### src/design/ptcs_cfg.svh
// offsets, field positions, reset values and timing figures of the timestamp sync unit
`ifndef PTCS_CFG_SVH
`define PTCS_CFG_SVH
// timing
`define PTCS_CLK_PERIOD_NS   40
`define PTCS_SEC_NS          1000000000
`define PTCS_HALF_SEC_NS     500000000
`define PTCS_WIN_TOL_NS      1000000
`define PTCS_MASTER_WIDTH_NS 32'h05F5_E100
`define PTCS_FRAC_BITS       16
`define PTCS_LOST_LIMIT      16'h0003
`define PTCS_SLEW_SHIFT      9
`define PTCS_FREQ_SHIFT      10
// reset values
`define PTCS_THRESH_RST      32'h0000_0254
// register byte offsets
`define PTCS_A_CTRL      8'h00
`define PTCS_A_CMD       8'h04
`define PTCS_A_HOST_SEC  8'h08
`define PTCS_A_HOST_NS   8'h0C
`define PTCS_A_THRESH    8'h10
`define PTCS_A_STATUS    8'h14
`define PTCS_A_TIME_SEC  8'h18
`define PTCS_A_TIME_NS   8'h1C
`define PTCS_A_PHASE     8'h20
`define PTCS_A_FREQ      8'h24
`define PTCS_A_FAILURES  8'h28
`define PTCS_A_RESYNCS   8'h2C
`define PTCS_A_TOTAL     8'h30
`define PTCS_A_BAD       8'h34
`define PTCS_A_SINGLES   8'h38
`define PTCS_A_LONGEST   8'h3C
`define PTCS_A_IRQ_STAT  8'h40
`define PTCS_A_IRQ_MASK  8'h44
// field positions
`define PTCS_CTRL_IN_LSB   0
`define PTCS_CTRL_OUT_LSB  4
`define PTCS_CMD_SET       0
`define PTCS_CMD_RESET     1
`define PTCS_CMD_CLRSTATS  2
`define PTCS_CMD_HOSTREF   3
`define PTCS_IRQ_LOCK      0
`define PTCS_IRQ_LOST      1
`define PTCS_IRQ_BAD       2
`define PTCS_IRQ_MISS      3
`define PTCS_IRQ_W         4
`endif

### src/design/ptcs_pkg.sv
// types of the timestamp sync unit
package ptcs_pkg;
  typedef enum logic [2:0] {
    PTCS_IN_NONE     = 3'h0,
    PTCS_IN_LINE     = 3'h1,
    PTCS_IN_HOST     = 3'h2,
    PTCS_IN_INTERNAL = 3'h3,
    PTCS_IN_AUX      = 3'h4
  } ptcs_in_sel_type;
  typedef enum logic [2:0] {
    PTCS_OUT_NONE   = 3'h0,
    PTCS_OUT_REPEAT = 3'h1,
    PTCS_OUT_LOOP   = 3'h2,
    PTCS_OUT_HOST   = 3'h3,
    PTCS_OUT_MASTER = 3'h4
  } ptcs_out_sel_type;
  typedef enum logic [1:0] {
    PTCS_ST_IDLE    = 2'b00,
    PTCS_ST_ACQUIRE = 2'b01,
    PTCS_ST_LOCKED  = 2'b11
  } ptcs_state_type;
endpackage : ptcs_pkg

### src/design/ptcs_top.sv
// timestamp clock synchronisation unit with AXI4-Lite register slave
//
// The register offsets and register access over AXI4-Lite were left to the implementer.
`timescale 1ns/1ps
`default_nettype none
`include "ptcs_cfg.svh"
module ptcs_top #(
  parameter int CYC_PER_SEC = `PTCS_SEC_NS / `PTCS_CLK_PERIOD_NS,     // cycles per second
  parameter int WIN_TOL_CYC = `PTCS_WIN_TOL_NS / `PTCS_CLK_PERIOD_NS  // pulse window half width
) (
  input  wire logic        aclk,          // 25 MHz clock
  input  wire logic        aresetn,       // synchronous reset, active low
  input  wire logic        ce,            // clock enable, freezes all state when low
  input  wire logic [7:0]  s_axi_awaddr,  // write address
  input  wire logic        s_axi_awvalid, // write address valid
  output logic             s_axi_awready, // write address ready
  input  wire logic [31:0] s_axi_wdata,   // write data
  input  wire logic [3:0]  s_axi_wstrb,   // write byte enables
  input  wire logic        s_axi_wvalid,  // write data valid
  output logic             s_axi_wready,  // write data ready
  output logic [1:0]       s_axi_bresp,   // write response
  output logic             s_axi_bvalid,  // write response valid
  input  wire logic        s_axi_bready,  // write response ready
  input  wire logic [7:0]  s_axi_araddr,  // read address
  input  wire logic        s_axi_arvalid, // read address valid
  output logic             s_axi_arready, // read address ready
  output logic [31:0]      s_axi_rdata,   // read data
  output logic [1:0]       s_axi_rresp,   // read response
  output logic             s_axi_rvalid,  // read data valid
  input  wire logic        s_axi_rready,  // read data ready
  input  wire logic        pps_in,        // line pulse-per-second input pin
  output logic             sync_out,      // line sync output level
  output logic             sync_out_en,   // line sync output driven
  output logic             irq            // level interrupt
);
  localparam logic [47:0] ONE_SEC_SUB = 48'(`PTCS_SEC_NS) << `PTCS_FRAC_BITS;
  // step per cycle follows the configured cycles per second, so a shortened second stays whole
  localparam logic [47:0] NOM_INCR    = 48'(`PTCS_SEC_NS / CYC_PER_SEC) << `PTCS_FRAC_BITS;
  localparam logic [25:0] EARLY_CYC   = 26'(CYC_PER_SEC - WIN_TOL_CYC);
  localparam logic [25:0] LATE_CYC    = 26'(CYC_PER_SEC + WIN_TOL_CYC - 1);
  localparam logic [25:0] SEC_CYC     = 26'(CYC_PER_SEC);
  localparam logic [31:0] HALF_NS     = 32'(`PTCS_HALF_SEC_NS);
  localparam logic [31:0] SEC_NS      = 32'(`PTCS_SEC_NS);

  // bus state
  logic aw_held, w_held, next_aw_held, next_w_held;
  logic [7:0] awaddr_q, next_awaddr_q;
  logic [31:0] wdata_q, next_wdata_q, next_rdata;
  logic [3:0] wstrb_q, next_wstrb_q;
  logic next_bvalid, next_rvalid;
  logic [1:0] next_bresp, next_rresp;
  logic wr_fire, ar_fire;
  // clock state
  ptcs_pkg::ptcs_in_sel_type in_sel, next_in_sel;
  ptcs_pkg::ptcs_out_sel_type out_sel, next_out_sel;
  ptcs_pkg::ptcs_state_type state, next_state;
  logic [31:0] host_sec, host_ns, thresh, next_host_sec, next_host_ns, next_thresh;
  logic [31:0] loc_sec, next_loc_sec, ns_shadow, next_ns_shadow;
  logic [47:0] loc_sub, next_loc_sub, sub_sum;
  logic signed [31:0] freq_adj, slew, phase_err, next_freq_adj, next_slew, next_phase_err;
  logic [25:0] since_cnt, next_since_cnt;
  logic [15:0] miss_run, longest, next_miss_run, next_longest;
  logic [`PTCS_IRQ_W-1:0] irq_stat, irq_mask, next_irq_stat, next_irq_mask, irq_set;
  logic [2:0] pps_s;
  logic next_sync_out, next_sync_out_en;
  logic inc_total, inc_bad, inc_single, inc_fail, inc_resync, clr_stats;
  logic [31:0] cnt_total, cnt_bad, cnt_single, cnt_fail, cnt_resync;
  // datapath helpers
  logic [31:0] loc_ns;
  logic signed [47:0] incr_s;
  logic signed [63:0] ref_err, abs_err;
  logic ref_evt, line_edge, master_pulse, sel_pulse, active, early, over;

  function automatic logic [31:0] merge(input logic [31:0] old, input logic [31:0] d,
                                        input logic [3:0] be);
    logic [31:0] r;
    r = old;
    for (int i = 0; i < 4; i++) begin
      if (be[i]) begin
        r[8*i +: 8] = d[8*i +: 8];
      end
    end
    return r;
  endfunction : merge

  // write and read channel handshakes and read data mux
  assign s_axi_awready = ~aw_held;
  assign s_axi_wready  = ~w_held;
  assign s_axi_arready = ~s_axi_rvalid;
  assign wr_fire = aw_held & w_held & ~s_axi_bvalid;
  assign ar_fire = s_axi_arvalid & ~s_axi_rvalid;
  always_comb begin
    next_aw_held  = (aw_held & ~wr_fire) | s_axi_awvalid & ~aw_held;
    next_w_held   = (w_held & ~wr_fire) | s_axi_wvalid & ~w_held;
    next_awaddr_q = (s_axi_awvalid & ~aw_held) ? s_axi_awaddr : awaddr_q;
    next_wdata_q  = (s_axi_wvalid & ~w_held) ? s_axi_wdata : wdata_q;
    next_wstrb_q  = (s_axi_wvalid & ~w_held) ? s_axi_wstrb : wstrb_q;
    next_bvalid   = wr_fire | (s_axi_bvalid & ~s_axi_bready);
    next_bresp    = s_axi_bresp;
    if (wr_fire) begin
      next_bresp = (awaddr_q[1:0] == 2'h0 && awaddr_q <= `PTCS_A_IRQ_MASK
                    && !(awaddr_q inside {`PTCS_A_STATUS, `PTCS_A_TIME_SEC, `PTCS_A_TIME_NS}
                    || (awaddr_q >= `PTCS_A_PHASE && awaddr_q <= `PTCS_A_LONGEST)))
                   ? 2'h0 : 2'h2;
    end
    next_rvalid = ar_fire | (s_axi_rvalid & ~s_axi_rready);
    next_rdata  = s_axi_rdata;
    next_rresp  = s_axi_rresp;
    if (ar_fire) begin
      next_rresp = 2'h0;
      case (s_axi_araddr)
        `PTCS_A_CTRL:     next_rdata = {25'h0, out_sel, 1'b0, in_sel};
        `PTCS_A_CMD:      next_rdata = 32'h0000_0000;
        `PTCS_A_HOST_SEC: next_rdata = host_sec;
        `PTCS_A_HOST_NS:  next_rdata = host_ns;
        `PTCS_A_THRESH:   next_rdata = thresh;
        `PTCS_A_STATUS:   next_rdata = {30'h0, active, state == ptcs_pkg::PTCS_ST_LOCKED};
        `PTCS_A_TIME_SEC: next_rdata = loc_sec;
        `PTCS_A_TIME_NS:  next_rdata = ns_shadow;
        `PTCS_A_PHASE:    next_rdata = phase_err;
        `PTCS_A_FREQ:     next_rdata = freq_adj;
        `PTCS_A_FAILURES: next_rdata = cnt_fail;
        `PTCS_A_RESYNCS:  next_rdata = cnt_resync;
        `PTCS_A_TOTAL:    next_rdata = cnt_total;
        `PTCS_A_BAD:      next_rdata = cnt_bad;
        `PTCS_A_SINGLES:  next_rdata = cnt_single;
        `PTCS_A_LONGEST:  next_rdata = {16'h0, longest};
        `PTCS_A_IRQ_STAT: next_rdata = {28'h0, irq_stat};
        `PTCS_A_IRQ_MASK: next_rdata = {28'h0, irq_mask};
        default: begin
          next_rdata = 32'h0000_0000;
          next_rresp = 2'h2;
        end
      endcase
    end
  end

  // bus registers
  always_ff @(posedge aclk) begin
    if (!aresetn) begin
      aw_held      <= 1'b0;
      w_held       <= 1'b0;
      awaddr_q     <= 8'h00;
      wdata_q      <= 32'h0000_0000;
      wstrb_q      <= 4'h0;
      s_axi_bvalid <= 1'b0;
      s_axi_bresp  <= 2'h0;
      s_axi_rvalid <= 1'b0;
      s_axi_rdata  <= 32'h0000_0000;
      s_axi_rresp  <= 2'h0;
    end else if (ce) begin
      aw_held      <= next_aw_held;
      w_held       <= next_w_held;
      awaddr_q     <= next_awaddr_q;
      wdata_q      <= next_wdata_q;
      wstrb_q      <= next_wstrb_q;
      s_axi_bvalid <= next_bvalid;
      s_axi_bresp  <= next_bresp;
      s_axi_rvalid <= next_rvalid;
      s_axi_rdata  <= next_rdata;
      s_axi_rresp  <= next_rresp;
    end
  end

  // time datapath: increment, pulse edge, error against reference
  assign loc_ns       = loc_sub[47:16];
  assign incr_s       = $signed(NOM_INCR) + 48'(freq_adj) + 48'(slew);
  assign sub_sum      = loc_sub + $unsigned(incr_s);
  assign line_edge    = pps_s[1] & ~pps_s[2];
  assign active       = state != ptcs_pkg::PTCS_ST_IDLE;
  assign master_pulse = loc_ns < `PTCS_MASTER_WIDTH_NS;
  assign sel_pulse    = (in_sel == ptcs_pkg::PTCS_IN_LINE) ? pps_s[1] :
                        (in_sel == ptcs_pkg::PTCS_IN_INTERNAL) ? master_pulse : 1'b0;
  assign early        = active && (in_sel == ptcs_pkg::PTCS_IN_LINE) && (since_cnt < EARLY_CYC);
  assign irq          = |(irq_stat & irq_mask);
  always_comb begin
    ref_evt = 1'b0;
    ref_err = 64'sh0;
    case (in_sel)
      ptcs_pkg::PTCS_IN_LINE: begin
        ref_evt = line_edge;
        ref_err = (loc_ns < HALF_NS) ? -$signed({32'h0, loc_ns}) : $signed({32'h0, SEC_NS - loc_ns});
      end
      ptcs_pkg::PTCS_IN_INTERNAL: begin
        ref_evt = wr_fire && awaddr_q == `PTCS_A_CMD && wstrb_q[0] && wdata_q[`PTCS_CMD_HOSTREF];
        ref_err = 64'($signed({1'b0, host_sec}) - $signed({1'b0, loc_sec})) * 64'sd1000000000
                  + $signed({32'h0, host_ns}) - $signed({32'h0, loc_ns});
      end
      default: ref_evt = 1'b0;
    endcase
    abs_err = ref_err[63] ? -ref_err : ref_err;
    over    = abs_err > $signed({32'h0, thresh});
  end

  // clock, discipline, statistics and register next values
  always_comb begin
    next_in_sel = in_sel;     next_out_sel = out_sel;   next_state = state;
    next_host_sec = host_sec; next_host_ns = host_ns;   next_thresh = thresh;
    next_loc_sec = loc_sec;   next_loc_sub = loc_sub;   next_ns_shadow = ns_shadow;
    next_freq_adj = freq_adj; next_slew = slew;         next_phase_err = phase_err;
    next_since_cnt = since_cnt; next_miss_run = miss_run; next_longest = longest;
    next_irq_mask = irq_mask; irq_set = '0;
    inc_total = 1'b0; inc_bad = 1'b0; inc_single = 1'b0; inc_fail = 1'b0; inc_resync = 1'b0;
    clr_stats = 1'b0;
    // free-running advance on the local oscillator
    if (sub_sum >= ONE_SEC_SUB) begin
      next_loc_sub = sub_sum - ONE_SEC_SUB;
      next_loc_sec = loc_sec + 32'h0000_0001;
    end else begin
      next_loc_sub = sub_sum;
    end
    if (ar_fire && s_axi_araddr == `PTCS_A_TIME_SEC) begin
      next_ns_shadow = loc_ns;
    end
    if (ref_evt && early) begin
      inc_bad = 1'b1;
      irq_set[`PTCS_IRQ_BAD] = 1'b1;
    end else if (ref_evt) begin
      inc_total = 1'b1;
      inc_single = (miss_run == 16'h0001);
      next_longest = (miss_run > longest) ? miss_run : longest;
      next_since_cnt = 26'h0;
      next_miss_run = 16'h0;
      next_phase_err = ref_err[31:0];
      if (over) begin
        // phase too far out: step the counter onto the reference
        inc_resync = 1'b1;
        inc_fail = (state == ptcs_pkg::PTCS_ST_LOCKED);
        irq_set[`PTCS_IRQ_LOST] = (state == ptcs_pkg::PTCS_ST_LOCKED);
        next_slew = 32'sh0;
        next_state = ptcs_pkg::PTCS_ST_ACQUIRE;
        if (in_sel == ptcs_pkg::PTCS_IN_LINE) begin
          next_loc_sec = (loc_ns >= HALF_NS) ? loc_sec + 32'h0000_0001 : loc_sec;
          next_loc_sub = NOM_INCR; // pulse is second zero, this edge is already one step past it
        end else begin
          next_loc_sec = host_sec;
          next_loc_sub = {host_ns, 16'h0000};
        end
      end else begin
        // within threshold: trim frequency, slew out phase over the next second
        next_freq_adj = freq_adj + ($signed(ref_err[31:0]) >>> `PTCS_FREQ_SHIFT);
        next_slew = $signed(ref_err[31:0]) >>> `PTCS_SLEW_SHIFT;
        irq_set[`PTCS_IRQ_LOCK] = (state != ptcs_pkg::PTCS_ST_LOCKED);
        next_state = ptcs_pkg::PTCS_ST_LOCKED;
      end
    end else if (active && since_cnt >= LATE_CYC) begin
      // window passed with no pulse: one more missed second
      next_since_cnt = since_cnt - SEC_CYC;
      next_miss_run = miss_run + 16'h0001;
      next_slew = 32'sh0;
      irq_set[`PTCS_IRQ_MISS] = 1'b1;
      if (miss_run + 16'h0001 >= `PTCS_LOST_LIMIT) begin
        next_state = ptcs_pkg::PTCS_ST_IDLE;
        inc_fail = (state == ptcs_pkg::PTCS_ST_LOCKED);
        irq_set[`PTCS_IRQ_LOST] = (state == ptcs_pkg::PTCS_ST_LOCKED);
      end
    end else if (active) begin
      next_since_cnt = since_cnt + 26'h1;
    end
    if (in_sel != ptcs_pkg::PTCS_IN_LINE && in_sel != ptcs_pkg::PTCS_IN_INTERNAL) begin
      next_state = ptcs_pkg::PTCS_ST_IDLE;
      next_slew = 32'sh0;
    end
    // register writes and commands override the datapath
    if (wr_fire) begin
      case (awaddr_q)
        `PTCS_A_CTRL: begin
          if (wstrb_q[0]) begin
            next_in_sel  = ptcs_pkg::ptcs_in_sel_type'(wdata_q[`PTCS_CTRL_IN_LSB +: 3]);
            next_out_sel = ptcs_pkg::ptcs_out_sel_type'(wdata_q[`PTCS_CTRL_OUT_LSB +: 3]);
          end
        end
        `PTCS_A_CMD: begin
          if (wstrb_q[0] && (wdata_q[`PTCS_CMD_SET] || wdata_q[`PTCS_CMD_RESET])) begin
            next_loc_sec = host_sec;
            next_loc_sub = {host_ns, 16'h0000};
          end
          if (wstrb_q[0] && wdata_q[`PTCS_CMD_RESET]) begin
            next_in_sel   = ptcs_pkg::PTCS_IN_LINE;
            next_out_sel  = ptcs_pkg::PTCS_OUT_NONE;
            next_state    = ptcs_pkg::PTCS_ST_IDLE;
            next_freq_adj = 32'sh0;
            next_slew     = 32'sh0;
          end
          if (wstrb_q[0] && wdata_q[`PTCS_CMD_CLRSTATS]) begin
            clr_stats    = 1'b1;
            next_longest = 16'h0;
          end
        end
        `PTCS_A_HOST_SEC: next_host_sec = merge(host_sec, wdata_q, wstrb_q);
        `PTCS_A_HOST_NS:  next_host_ns  = merge(host_ns, wdata_q, wstrb_q);
        `PTCS_A_THRESH:   next_thresh   = merge(thresh, wdata_q, wstrb_q);
        `PTCS_A_IRQ_MASK: next_irq_mask = wstrb_q[0] ? wdata_q[`PTCS_IRQ_W-1:0] : irq_mask;
        default: next_thresh = thresh;
      endcase
    end
    // sticky events, write one to clear, a new event wins over the clear
    next_irq_stat = irq_stat | irq_set;
    if (wr_fire && awaddr_q == `PTCS_A_IRQ_STAT && wstrb_q[0]) begin
      next_irq_stat = (irq_stat & ~wdata_q[`PTCS_IRQ_W-1:0]) | irq_set;
    end
    // output selector
    case (out_sel)
      ptcs_pkg::PTCS_OUT_REPEAT: next_sync_out = pps_s[1];
      ptcs_pkg::PTCS_OUT_LOOP:   next_sync_out = sel_pulse;
      ptcs_pkg::PTCS_OUT_MASTER: next_sync_out = master_pulse;
      default:                   next_sync_out = 1'b0;
    endcase
    next_sync_out_en = out_sel inside {ptcs_pkg::PTCS_OUT_REPEAT, ptcs_pkg::PTCS_OUT_LOOP,
                                       ptcs_pkg::PTCS_OUT_MASTER};
  end

  // clock-side registers
  always_ff @(posedge aclk) begin
    if (!aresetn) begin
      in_sel <= ptcs_pkg::PTCS_IN_LINE;
      out_sel <= ptcs_pkg::PTCS_OUT_NONE;
      state <= ptcs_pkg::PTCS_ST_IDLE;
      host_sec <= 32'h0000_0000; host_ns <= 32'h0000_0000; thresh <= `PTCS_THRESH_RST;
      loc_sec <= 32'h0000_0000; loc_sub <= 48'h0; ns_shadow <= 32'h0000_0000;
      freq_adj <= 32'sh0; slew <= 32'sh0; phase_err <= 32'sh0;
      since_cnt <= 26'h0; miss_run <= 16'h0; longest <= 16'h0;
      irq_stat <= '0; irq_mask <= '0; pps_s <= 3'h0;
      sync_out <= 1'b0; sync_out_en <= 1'b0;
    end else if (ce) begin
      in_sel <= next_in_sel; out_sel <= next_out_sel; state <= next_state;
      host_sec <= next_host_sec; host_ns <= next_host_ns; thresh <= next_thresh;
      loc_sec <= next_loc_sec; loc_sub <= next_loc_sub; ns_shadow <= next_ns_shadow;
      freq_adj <= next_freq_adj; slew <= next_slew; phase_err <= next_phase_err;
      since_cnt <= next_since_cnt; miss_run <= next_miss_run; longest <= next_longest;
      irq_stat <= next_irq_stat; irq_mask <= next_irq_mask;
      pps_s <= {pps_s[1:0], pps_in}; // two-flop synchroniser plus edge stage
      sync_out <= next_sync_out; sync_out_en <= next_sync_out_en;
    end
  end

  // statistics counters
  ptcs_stat_counter u_total  (.aclk(aclk), .aresetn(aresetn), .ce(ce), .clr(clr_stats),
                              .inc(inc_total), .count(cnt_total));
  ptcs_stat_counter u_bad    (.aclk(aclk), .aresetn(aresetn), .ce(ce), .clr(clr_stats),
                              .inc(inc_bad), .count(cnt_bad));
  ptcs_stat_counter u_single (.aclk(aclk), .aresetn(aresetn), .ce(ce), .clr(clr_stats),
                              .inc(inc_single), .count(cnt_single));
  ptcs_stat_counter u_fail   (.aclk(aclk), .aresetn(aresetn), .ce(ce), .clr(clr_stats),
                              .inc(inc_fail), .count(cnt_fail));
  ptcs_stat_counter u_resync (.aclk(aclk), .aresetn(aresetn), .ce(ce), .clr(clr_stats),
                              .inc(inc_resync), .count(cnt_resync));
endmodule : ptcs_top
`default_nettype wire

### src/design/ptcs_stat_counter.sv
// saturating 32-bit statistics counter with synchronous clear
`timescale 1ns/1ps
`default_nettype none
module ptcs_stat_counter (
  input  wire logic        aclk,    // system clock
  input  wire logic        aresetn, // synchronous reset, active low
  input  wire logic        ce,      // clock enable
  input  wire logic        clr,     // clear to zero
  input  wire logic        inc,     // count one event
  output logic      [31:0] count    // current count
);
  logic [31:0] next_count;

  // clear beats increment, count stops at all ones
  always_comb begin
    next_count = count;
    if (clr) begin
      next_count = 32'h0000_0000;
    end else if (inc && (count != 32'hFFFF_FFFF)) begin
      next_count = count + 32'h0000_0001;
    end
  end

  // register
  always_ff @(posedge aclk) begin
    if (!aresetn) begin
      count <= 32'h0000_0000;
    end else if (ce) begin
      count <= next_count;
    end
  end
endmodule : ptcs_stat_counter
`default_nettype wire

### config.mk
export PLATFORM = sky130hd
export DESIGN_NAME = ptcs_top
export DESIGN_NICKNAME = d
export VERILOG_FILES = /design/src/design/ptcs_pkg.sv /design/src/design/ptcs_top.sv /design/src/design/ptcs_stat_counter.sv
export VERILOG_INCLUDE_DIRS = /design/src /design/src/design
export SDC_FILE = /design/constraint.sdc
export NUM_CORES = 2
export LEC_CHECK = 0
export BUFFER_PORTS_ARGS = -buffer_cell sky130_fd_sc_hd__buf_2
export CAP_MARGIN = 15
export CORE_MARGIN = 5
export CORE_UTILIZATION = 30
export DETAILED_ROUTE_END_ITERATION = 8
export PLACE_DENSITY_LB_ADDON = 0.2
export SYNTH_ARGS = -nofsm -noshare
export SYNTH_HDL_FRONTEND = slang
export SYNTH_SLANG_ARGS = --single-unit
### constraint.sdc
create_clock -name aclk -period 31 [get_ports aclk]
set_clock_uncertainty 0.05 [all_clocks]
set_input_delay 3.1 -clock aclk [delete_from_list [all_inputs] [get_ports aclk]]
set_output_delay 3.1 -clock aclk [all_outputs]
set_load 0.03 [all_outputs]
==> flow_summary_export.csv <==
group,metric,value,unit
cells_and_area,regMostFlops,"loc_sub",
clock_tree,cts_tree,"done",
worst_setup_path,slowest_stage,"o41ai_1",
worst_setup_path,rrSetupSlack,10.61,ns
cells_and_area,register_area,0.0125,mm^2
place,dp_cells,10000,
place,hpwlAfterDp,206000,um
timing,final-setup-viol-count,0,
status,outcome,"complete, no violations",
global_routing,antenna_found_initial,13,
clock_tree,post-cts-setup-buffers,0,
timing,fin_crit_sh,65.8,%
clock_tree,insertion_delay,0.67,ns
worst_setup_path,cp-start-kind,"flop",
worst_setup_path,cp_max_fo,23,
timing,fmax,49.0,MHz
logic_synthesis,ys_seq_area_share,20.8,%
clock_tree,h-tree-depth,3,
timing,rsz0062_at_grt,"false",
timing,worst_pin_slew,1.33,ns
floorplan,fp.dieH,457,um
routing,drt-initial-drc-count,5585,
cells_and_area,fin_cells,10200,
floorplan,coreArea,0.199,mm^2
worst_hold_path,hold_class,"reg2reg",
place,io_buffers,102,
timing,final.min_clock_period,20.39,ns
logic_synthesis,yosysUniqueCellTypes,110,
global_routing,grt_pass1_vias,54600,
worst_hold_path,hold-path-cell-count,2,
clock_tree,post_cts_resized,0,
logic_synthesis,async_flop_share,0,%
logic_synthesis,yosys_warnings,0,
timing,final.setup.tns,0,ns
routing,dr.pass1.iters,8,
worst_setup_path,cp.required,31.52,ns
floorplan,start_util,30.1,%
clock_tree,cts-root-buf,"clkbuf_16",
timing,slew_violations,0,
cells_and_area,multiInputGateArea,0.0435,mm^2
floorplan,dieArea,0.209,mm^2
worst_hold_path,hp-start,"s_axi_rdata[31]",
flow_run,cap_violations,0,
clock_tree,cts_max_path_buffers,3,
global_routing,grt_max_degree,87,
clock_tree,cts_sinks,625,
place,gp_congestion,0.997,
logic_synthesis,ys_ff_latch,625,
timing,finalHoldViolCount,0,
cells_and_area,post-route-util,33.2,%
worst_setup_path,r2r_cells,71,
cells_and_area,drive_gt1_share,6.32,%
logic_synthesis,synth_cells,7456,
routing,vias_per_cell,5.56,
floorplan,num_io_pins,105,
clock_tree,clk_pin_slew_worst_paths,0.06,ns
worst_setup_path,cp_slowest_stage_delay,1.00,ns
global_routing,grt_pass1_wl,376000,um
global_routing,overflow,0,
routing,route.detailed.drc,0,
routing,via_count,56500,
logic_synthesis,synth_flop_cell,"dfxtp_1",
clock_tree,hold_buffers,0,
worst_setup_path,worst-endpoint-arrival,20.92,ns
worst_hold_path,min_to,"s_axi_rdata[31]",
logic_synthesis,syn_area_per_cell,8.05,um^2
logic_synthesis,synth_edf_count,0,
routing,detail_route.wl_per_cell,25.5,um
cells_and_area,largest_reg_flops,48,
timing,slew_headroom,10.9,%
floorplan,rows,164,
routing,drt-total-wl,260000,um
floorplan,chipWidth,457,um
worst_setup_path,rr_startpoint,"loc_sec[1]",
clock_tree,cts_made_buffers,71,
cells_and_area,area_growth,10.3,%
worst_setup_path,cp-end-kind,"flop",
worst_setup_path,r2r_end,"loc_sub[43]",
logic_synthesis,syn-cell-area,0.0600,mm^2
routing,ant_nets,0,
cells_and_area,layout.nets,8413,
cells_and_area,fill_cells,21200,
worst_setup_path,crit_type,"reg2reg",
global_routing,gr-usage-all-layers,23.9,%
==> layout make-up <==
cell class,instances,share of cell area (%)
multi-input cells,5753,65.7
clock buffers,95,3.06
clock inverters,31,0.631
flip-flops and latches,625,18.9
inverters,755,4.29
repair buffers,238,2.36
diodes,12,0.0453
well taps,2656,5.02
==> placed cells by master, fill, tap and decap left out, types with 168 or more instances in the layout <==
master | synthesis | layout
fa_1 | 380 | 380
inv_1 | 752 | 752
xor2_1 | 205 | 205
nor2_1 | 754 | 740
dfxtp_1 | 625 | 625
ha_1 | 528 | 528
xnor2_1 | 244 | 244
nand3_1 | 228 | 226
nand2_1 | 611 | 610
o21ai_0 | 309 | 309
a21oi_1 | 500 | 499
nor3_1 | 170 | 168
==> worst max-delay path: cells and delay by family, from the launching register on <==
kind	cells	cell delay, ns
compound gates	41	10.10
buf+inv	4	0.47
mux	1	0.40
xor+xnor	2	0.72
flops	1	0.47
simple gates	12	3.21
fa+ha+maj	11	4.80
==> cell families (layout without fill, tap and decap cells) <==
group | Yosys count | in the layout | synth area share (%)
buf+inv | 1079 | 1119 | 6.86
other cells | 1 | 14 | 0.00625
mux | 158 | 158 | 2.65
flops | 625 | 625 | 20.8
fa+ha+maj | 908 | 908 | 23.7
xor+xnor | 449 | 449 | 6.55
simple gates | 2417 | 2417 | 19.1
compound gates | 1819 | 1819 | 20.3
==> worst max path at each step <==
stage,start,cells after the start,to
2_1_floorplan,loc_sec[1],81,loc_sec[11]
3_3_place_gp,loc_sec[1],72,loc_sub[16]
3_5_place_dp,loc_sec[1],71,loc_sub[16]
4_1_cts,loc_sec[1],71,loc_sub[16]
5_1_grt,loc_sec[1],83,loc_sub[16]
6_report,loc_sec[1],71,loc_sub[43]
==> per-layer routing <==
metal	track usage [%]	share of wire (%)	vias to the layer above	wire (um)
li1	-	-	26100	-
met1	30.6	41	27500	107000
met2	37.0	43	2308	112000
met3	4.41	7.6	562	19600
met4	15.5	7.9	4	20400
met5	0	0.012	-	31
==> Yosys cell counts (all sizes together) (25+ instances only) <==
cell	n	area (um^2)
nor2	758	2860
inv	753	2830
dfxtp	625	12500
nand2	612	2300
ha	528	6610
a21oi	502	2530
fa	380	7610
o21ai	329	1650
clkbuf	276	1040
xnor2	244	2140
nand3	229	1150
xor2	205	1800
nor3	171	861
mux2i	153	1530
a22oi	138	1040
a21o	132	991
and3	132	826
nand4	112	701
a211oi	77	583
o21a	71	533
a221oi	63	564
or3	60	380
a31oi	59	369
and2	57	357
nor4	52	359
nand2b	49	307
buf	48	250
nor2b	44	275
o21bai	42	327
o211ai	37	292
or2	36	225
o31ai	33	248
a22o	32	280
o22ai	25	156
==> stage by stage <==
stage	area (um^2)	setup slack [ns]	hold slack, ns
CTS	66100	11.02	0.399
floorplan	60000	14.11	0.383
global route	66200	9.35	0.420
detailed placement	63700	11.11	0.392
global placement	63700	11.15	0.387
finish	66200	10.61	0.397
Power is left out: the tool's default activity adds up to more than one toggle a clock period on the data nets, which glitch-free logic cannot reach.
